===== config.mk =====
export PLATFORM = sky130hd
export DESIGN_NAME = bpc_port
export DESIGN_NICKNAME = d
export VERILOG_FILES = /design/src/design/bpc_port.v
export VERILOG_INCLUDE_DIRS = /design/src /design/src/design
export SDC_FILE = /design/constraint.sdc
export NUM_CORES = 1
export LEC_CHECK = 0
export ABC_CLOCK_PERIOD_IN_PS = 4500
export BUFFER_PORTS_ARGS = -buffer_cell sky130_fd_sc_hd__buf_4
export CORE_AREA = 4 4 101 103
export DETAILED_ROUTE_END_ITERATION = 12
export DIE_AREA = 0 0 105 107
export GPL_TIMING_DRIVEN = 0
export PLACE_DENSITY = 0.84
export SLEW_MARGIN = 10
export SYNTH_ARGS = -nofsm -noshare
export SYNTH_HDL_FRONTEND = slang
export SYNTH_SLANG_ARGS = --single-unit

===== constraint.sdc =====
create_clock -name aclk -period 4.5 [get_ports aclk]
set_clock_uncertainty 0.2 [all_clocks]
set_input_delay 0.45 -clock aclk [delete_from_list [all_inputs] [get_ports aclk]]
set_output_delay 0.45 -clock aclk [all_outputs]
set_load 0.02 [all_outputs]

===== src/design/bpc_consts.vh =====
`ifndef BPC_CONSTS_VH
`define BPC_CONSTS_VH
// Register indices; byte address is four times the index
`define BPC_IDX_PORT 8'h06
`define BPC_IDX_OPTION 8'h81
`define BPC_IDX_DIR 8'h86
`define BPC_IDX_INTCTL 8'h8B
`define BPC_IDX_IRQ_STATUS 8'hC0
`define BPC_IDX_IRQ_MASK 8'hC1
`define BPC_ADDR_PORT 12'h018
`define BPC_ADDR_OPTION 12'h204
`define BPC_ADDR_DIR 12'h218
`define BPC_ADDR_INTCTL 12'h22C
`define BPC_ADDR_IRQ_STATUS 12'h300
`define BPC_ADDR_IRQ_MASK 12'h304
`define BPC_OPTION_RST 8'hFF
`define BPC_DIR_RST 8'hFF
`define BPC_INTCTL_RST 8'h00
`define BPC_MASK_RST 2'h0
`define BPC_BIT_PULLUP_N 7
`define BPC_BIT_CHG_FLAG 0
`define BPC_BIT_CHG_EN 3
`define BPC_CHG_LO 4
`define BPC_RESP_OKAY 2'h0
`define BPC_RESP_SLVERR 2'h2
`endif


===== src/design/bpc_port.v =====
// Operation
// - Eight-pin bidirectional port, each pin direction set by one direction bit.
// - Direction bit one tri-states the pin driver; pin is an input.
// - Direction bit zero drives the pin from its output latch.
// - Port read returns pin levels; port write updates the output latch.
// - Port writes are read-modify-write: sample pins, modify, store into latch.
// - Clearing option bit 7 enables weak pull-ups on all pins together.
// - Pull-up is forced off on any pin configured as output.
// - Pull-ups are disabled after power-on reset.
// - Only upper four pins, inputs only, take part in change detection.
// - Input pins compare against reference captured at last port read or write.
// - Mismatches are ORed to set change flag at interrupt control bit 0.
// - Asserted change interrupt can wake the device from sleep.
// - Any port read or write refreshes the reference, ending mismatch.
// - Persisting mismatch keeps setting the flag; software accesses port first.
// - A change coinciding with the port sample may miss the flag.
//
// Our own choice: the AXI4-Lite slave port.
`include "bpc_consts.vh"
module bpc_port #(
  parameter WIDTH = 8
) (
  input wire aclk,
  input wire aresetn,
  input wire [11:0] s_axi_awaddr,
  input wire [2:0] s_axi_awprot,
  input wire s_axi_awvalid,
  output wire s_axi_awready,
  input wire [31:0] s_axi_wdata,
  input wire [3:0] s_axi_wstrb,
  input wire s_axi_wvalid,
  output wire s_axi_wready,
  output reg [1:0] s_axi_bresp,
  output reg s_axi_bvalid,
  input wire s_axi_bready,
  input wire [11:0] s_axi_araddr,
  input wire [2:0] s_axi_arprot,
  input wire s_axi_arvalid,
  output wire s_axi_arready,
  output reg [31:0] s_axi_rdata,
  output reg [1:0] s_axi_rresp,
  output reg s_axi_rvalid,
  input wire s_axi_rready,
  input wire [WIDTH-1:0] pin_in,
  output wire [WIDTH-1:0] pin_out,
  output wire [WIDTH-1:0] pin_oe,
  output wire [WIDTH-1:0] pullup_en,
  input wire sleeping,
  output wire wake_req,
  output wire change_irq,
  output wire irq
);
  reg [WIDTH-1:0] pin_meta_r;
  reg [WIDTH-1:0] pin_sync_r;
  reg [WIDTH-1:0] latch_r;
  reg [WIDTH-1:0] dir_r;
  reg [7:0] option_r;
  reg [7:0] intctl_r;
  reg [WIDTH-1:0] ref_r;
  reg [1:0] status_r;
  reg [1:0] mask_r;
  reg [11:0] aw_addr_r;
  reg aw_have_r;
  reg [31:0] w_data_r;
  reg [3:0] w_strb_r;
  reg w_have_r;
  reg change_prev_r;
  wire do_write;
  wire do_read;
  wire port_wr;
  wire port_rd;
  wire [WIDTH-1:0] mismatch;
  wire change_any;
  wire flag_set;
  wire chg_flag;
  wire [WIDTH-1:0] port_rmw;

  // Pins are asynchronous to aclk
  always @(posedge aclk) begin
    if (!aresetn) begin
      pin_meta_r <= {WIDTH{1'b0}};
      pin_sync_r <= {WIDTH{1'b0}};
    end else begin
      pin_meta_r <= pin_in;
      pin_sync_r <= pin_meta_r;
    end
  end

  genvar gi;
  generate
    for (gi = 0; gi < WIDTH; gi = gi + 1) begin : g_pin
      assign pin_oe[gi] = ~dir_r[gi];
      assign pin_out[gi] = latch_r[gi];
      assign pullup_en[gi] = ~option_r[`BPC_BIT_PULLUP_N] & dir_r[gi];
      if (gi >= `BPC_CHG_LO) begin : g_chg
        assign mismatch[gi] = dir_r[gi] & (pin_sync_r[gi] ^ ref_r[gi]);
      end else begin : g_nochg
        assign mismatch[gi] = 1'b0;
      end
    end
  endgenerate

  // Write side accepts address and data in either order
  assign s_axi_awready = ~aw_have_r & ~s_axi_bvalid;
  assign s_axi_wready = ~w_have_r & ~s_axi_bvalid;
  assign do_write = aw_have_r & w_have_r & ~s_axi_bvalid;
  assign s_axi_arready = ~s_axi_rvalid;
  assign do_read = s_axi_arvalid & s_axi_arready;
  assign port_wr = do_write & (aw_addr_r == `BPC_ADDR_PORT);
  assign port_rd = do_read & (s_axi_araddr == `BPC_ADDR_PORT);

  // Byte 0 merges over the sampled pins, not the latch
  assign port_rmw = w_strb_r[0] ? w_data_r[WIDTH-1:0] : pin_sync_r;

  assign change_any = |mismatch;
  // The reference is only refreshed at the end of a port access, so flag_set
  // is gated off during that access cycle to keep it from raising the flag
  assign flag_set = change_any & ~(port_rd | port_wr);
  assign chg_flag = intctl_r[`BPC_BIT_CHG_FLAG];
  assign change_irq = chg_flag & intctl_r[`BPC_BIT_CHG_EN];
  assign wake_req = sleeping & change_irq;
  assign irq = |(status_r & mask_r);

  always @(posedge aclk) begin
    if (!aresetn) begin
      aw_have_r <= 1'b0;
      aw_addr_r <= 12'h000;
      w_have_r <= 1'b0;
      w_data_r <= 32'h00000000;
      w_strb_r <= 4'h0;
      s_axi_bvalid <= 1'b0;
      s_axi_bresp <= `BPC_RESP_OKAY;
    end else begin
      if (s_axi_awvalid & s_axi_awready) begin
        aw_have_r <= 1'b1;
        aw_addr_r <= s_axi_awaddr;
      end
      if (s_axi_wvalid & s_axi_wready) begin
        w_have_r <= 1'b1;
        w_data_r <= s_axi_wdata;
        w_strb_r <= s_axi_wstrb;
      end
      if (do_write) begin
        aw_have_r <= 1'b0;
        w_have_r <= 1'b0;
        s_axi_bvalid <= 1'b1;
        case (aw_addr_r)
          `BPC_ADDR_PORT, `BPC_ADDR_OPTION, `BPC_ADDR_DIR, `BPC_ADDR_INTCTL,
          `BPC_ADDR_IRQ_STATUS, `BPC_ADDR_IRQ_MASK: s_axi_bresp <= `BPC_RESP_OKAY;
          default: s_axi_bresp <= `BPC_RESP_SLVERR;
        endcase
      end else if (s_axi_bvalid & s_axi_bready) begin
        s_axi_bvalid <= 1'b0;
      end
    end
  end

  // Register state
  always @(posedge aclk) begin
    if (!aresetn) begin
      latch_r <= {WIDTH{1'b0}};
      dir_r <= `BPC_DIR_RST;
      option_r <= `BPC_OPTION_RST;
      intctl_r <= `BPC_INTCTL_RST;
      ref_r <= {WIDTH{1'b0}};
      status_r <= 2'h0;
      mask_r <= `BPC_MASK_RST;
      change_prev_r <= 1'b0;
    end else begin
      change_prev_r <= change_irq;
      if (port_wr) begin
        latch_r <= port_rmw;
      end
      if (port_rd | port_wr) begin
        ref_r <= pin_sync_r;
      end
      if (do_write & w_strb_r[0]) begin
        case (aw_addr_r)
          `BPC_ADDR_OPTION: option_r <= w_data_r[7:0];
          `BPC_ADDR_DIR: dir_r <= w_data_r[WIDTH-1:0];
          `BPC_ADDR_IRQ_MASK: mask_r <= w_data_r[1:0];
          default: ;
        endcase
      end
      // Set wins over a software clear in the same cycle
      if (do_write & w_strb_r[0] & (aw_addr_r == `BPC_ADDR_INTCTL)) begin
        intctl_r <= {w_data_r[7:1], w_data_r[0] | flag_set};
      end else if (flag_set) begin
        intctl_r[`BPC_BIT_CHG_FLAG] <= 1'b1;
      end
      // Status bit 0: change interrupt rose; bit 1: port mismatch seen
      if (do_write & w_strb_r[0] & (aw_addr_r == `BPC_ADDR_IRQ_STATUS)) begin
        status_r <= (status_r & ~w_data_r[1:0]) | {flag_set, change_irq & ~change_prev_r};
      end else begin
        status_r <= status_r | {flag_set, change_irq & ~change_prev_r};
      end
    end
  end

  always @(posedge aclk) begin
    if (!aresetn) begin
      s_axi_rvalid <= 1'b0;
      s_axi_rdata <= 32'h00000000;
      s_axi_rresp <= `BPC_RESP_OKAY;
    end else if (do_read) begin
      s_axi_rvalid <= 1'b1;
      s_axi_rresp <= `BPC_RESP_OKAY;
      case (s_axi_araddr)
        `BPC_ADDR_PORT: s_axi_rdata <= {{(32-WIDTH){1'b0}}, pin_sync_r};
        `BPC_ADDR_OPTION: s_axi_rdata <= {24'h000000, option_r};
        `BPC_ADDR_DIR: s_axi_rdata <= {{(32-WIDTH){1'b0}}, dir_r};
        `BPC_ADDR_INTCTL: s_axi_rdata <= {24'h000000, intctl_r};
        `BPC_ADDR_IRQ_STATUS: s_axi_rdata <= {30'h00000000, status_r};
        `BPC_ADDR_IRQ_MASK: s_axi_rdata <= {30'h00000000, mask_r};
        default: begin
          s_axi_rdata <= 32'h00000000;
          s_axi_rresp <= `BPC_RESP_SLVERR;
        end
      endcase
    end else if (s_axi_rvalid & s_axi_rready) begin
      s_axi_rvalid <= 1'b0;
    end
  end
endmodule


==> reports/qor.yml <==
placement:
  gp_congestion: 0.892
  dpl_worst_slack_ps: 1890
  hpwlAfterDp_mm: 7.93
  dpl.cell_count: 659
  portBuffers: 89
  place_area_um2: 4990
power_and_ir_drop:
  power.density_nw_per_um2: 310
  comb_power_share_pct: 13.2
  p_int_uw: 1180
  clock_power_share_pct: 32.6
  p_sw_share_pct: 26.6
  p_switching_uw: 427
  p_leak_uw: 0.00240
  seqPwrFrac_pct: 54.2
  peakVddDrop_mv: 0.185
drt:
  dr.first_iter.drc_count: 136
  drc: 0
  ant_nets: 0
  first_pass_iters: 4
  vias: 3430
  wl_per_cell_um: 15.2
  via_per_inst: 5.08
  wirelength_mm: 10.3
flow_run:
  maxCapViolations: 0
timing:
  hold_viol: 0
  slew_headroom_pct: 46.9
  fin_crit_ps: 2640
  maxClockFrequency_mhz: 378
  period_share_pct: 58.8
  rsz0062_at_grt: "no"
  tightestPinTransition_ps: 795
  setup_tns_ps: 0
  finalMaxSlewViolations: 0
  setup_ws_ps: 1860
  setup_viol: 0
clocking:
  clockBufferDepth: 2
  cts_num_sinks: 92
  numCtsBuffers: 9
  clkTransAtPathRegs_ps: 90
  cts.repair.resized: 0
  cts_tree: "done"
  hold_buffers: 0
  clk_latency_ps: 360
  postCtsSetupBuffers: 0
  htree_levels: 3
  clockRootBuffer: "clkbuf_8"
setup_path:
  crit_type: "reg2reg"
  worst_setup_path_start_kind: "flip-flop"
  arrival_ps: 2680
  cp-end-kind: "flip-flop"
  critPathMaxFanout: 8
  required_ps: 4530
  reg2reg_depth: 5
yosys:
  synth-async-reset-ratio_pct: 0
  seq_area_frac_synth_pct: 45.1
  yosysUniqueCellTypes: 49
  synthTopCellsByArea: "dfxtp_1, mux2i_1, nor2_1"
  syn_area_um2: 4090
  synth_top_cell_area_share_pct: 45.1
  synth-edff-count: 0
  synth_cells: 434
  ys_seq_elements: 92
  synth_area_leader_cell: "dfxtp_1"
  yosysWarnings: 0
  syn_avg_cell_area_um2: 9.42
  synth_top_flop_cell: "dfxtp_1"
worst_hold_path:
  hold_path_class: "in2reg"
  hold_depth: 2
global_route:
  grt-busiest-layer: "met2"
  overflow: 0
  use_met1_pct: 20.2
  grt_use_met3_pct: 4.70
  grt_pass1_wl_mm: 16.2
  grt_pass1_vias: 3359
  grt_max_degree: 16
  antenna_found_initial: 0
  use_met2_pct: 32.1
  grt_usage_pct: 18.0
floorplan:
  rows: 35
  die_w_um: 105
  start_util_pct: 44.4
  core-area_um2: 9200
  dieArea_um2: 11200
  die_h_um: 107
  io_pins: 150
finish:
  final_core_util_pct: 56.3
  nFillCells: 830
  num-nets-final: 641
  diodes: 0
  multi_input_area_um2: 2000
  syn_to_final_growth_pct: 26.6
  drive_gt1_share_pct: 26.4
  seqCellArea_um2: 1840
  design_area_um2: 5170
  fin_cells: 675
status:
  status: "complete, no violations"
[state kept, by name, summed over array words and instances, names as in the netlist]
name           cells
aw_addr_r         12
aw_have_r          1
change_prev_r      1
dir_r              8
intctl_r           8
mask_r             2
option_r           8
pin_meta_r         8
pin_out            8
pin_sync_r         8
ref_r              4
s_axi_bresp        1
s_axi_bvalid       1
s_axi_rdata        8
s_axi_rresp        1
s_axi_rvalid       1
status_r           2
w_data_r           8
w_have_r           1
w_strb_r           1
[path summary, 6_finish.rpt]
check	startpoint	endpoint	slack, ps
max	aw_addr_r[7]	option_r[7]	1860
min	pin_in[4]	pin_meta_r[4]	90
max reg2reg	aw_addr_r[7]	option_r[7]	1860
min reg2reg	pin_meta_r[6]	pin_sync_r[6]	240
[synth_stat cells, types with 3 or more instances]
library cell	instances
nor3_1	3
nand2_1	28
inv_1	11
nor4_1	4
and3_1	6
nor4b_1	3
buf_4	27
a21oi_1	13
a221oi_1	3
a22o_1	9
nor3b_1	4
nand4_1	3
dfxtp_1	92
o21ai_0	10
and2_1	17
nand3_1	4
mux2i_1	56
nor2b_1	5
a211oi_1	7
mux2_2	4
nor2_1	64
clkbuf_1	14
o211ai_1	8
nand2b_1	5
[per-layer routing]
layer	wire (µm)	vias to the layer above	share of wire [%]
met3	587	24	5.7
met1	4230	1589	41
met2	5180	112	51
met5	0	-	0
met4	261	0	2.5
li1	-	1705	-
[logic make-up after synthesis]
group / share of synthesized area [%]
DFF: 45.1
AOI/OAI and AO/OA: 11.3
buffers and inverters: 8.42
and+or+nand+nor: 19.4
xor gates and xnor gates: 0.857
other: 0.0917
muxes: 14.8
[critical path, cell delays in order, from the launching register on]
cell and delay, ps:
dfxtp_1 320, or4_4 560, nor4_1 510, nand3_1 530, mux2i_1 320, nand2_1 70
[per-stage QoR]
stage	hold slack, ps	power, µW
after floorplan	212	1020
after global placement	216	1090
final	91.6	1600
after global routing	81.5	1660
after detailed placement	220	1100
after CTS	80.3	1610
[power by group through the flow]
stage | sequential [µW] | clock, µW | combinational (µW)
after floorplan | 882 | 0 | 137
after global placement | 885 | 0 | 206
after detailed placement | 887 | 0 | 211
after CTS | 868 | 529 | 211
after global routing | 872 | 562 | 231
final | 868 | 523 | 212
[cell type report]
cell class,count,area share [%]
clock buffers,12,3.00
multi-input cells,309,38.6
plain buffers,46,5.78
flip-flops and latches,92,35.6
inverters,12,0.870
well taps,111,2.68
clock inverters,4,0.604
repair buffers,89,12.9
[cells in the final DEF, fill, tap and decap left out, drive strengths merged, types with 3 or more instances in the layout]
| master | netlist | routed |
|---|---|---|
| inv | 12 | 13 |
| nor2 | 64 | 64 |
| nand4 | 3 | 3 |
| clkinv | 0 | 3 |
| buf | 30 | 119 |
| nor4b | 3 | 3 |
| nand2b | 5 | 5 |
| o211ai | 8 | 8 |
| a221oi | 3 | 3 |
| or2 | 3 | 3 |
| nor3b | 4 | 4 |
| nor3 | 3 | 3 |
| mux2 | 4 | 4 |
| and3 | 6 | 6 |
| conb | 1 | 26 |
| o21ai | 10 | 10 |
| nor4 | 6 | 6 |
| and2 | 18 | 18 |
| nor2b | 5 | 5 |
| a21oi | 13 | 13 |
| nand3 | 4 | 4 |
| dfxtp | 92 | 92 |
| clkbuf | 15 | 27 |
| a22o | 9 | 9 |
| nand2 | 28 | 28 |
| a211oi | 9 | 9 |
| mux2i | 56 | 56 |
Power figures use the tool's default switching activity.
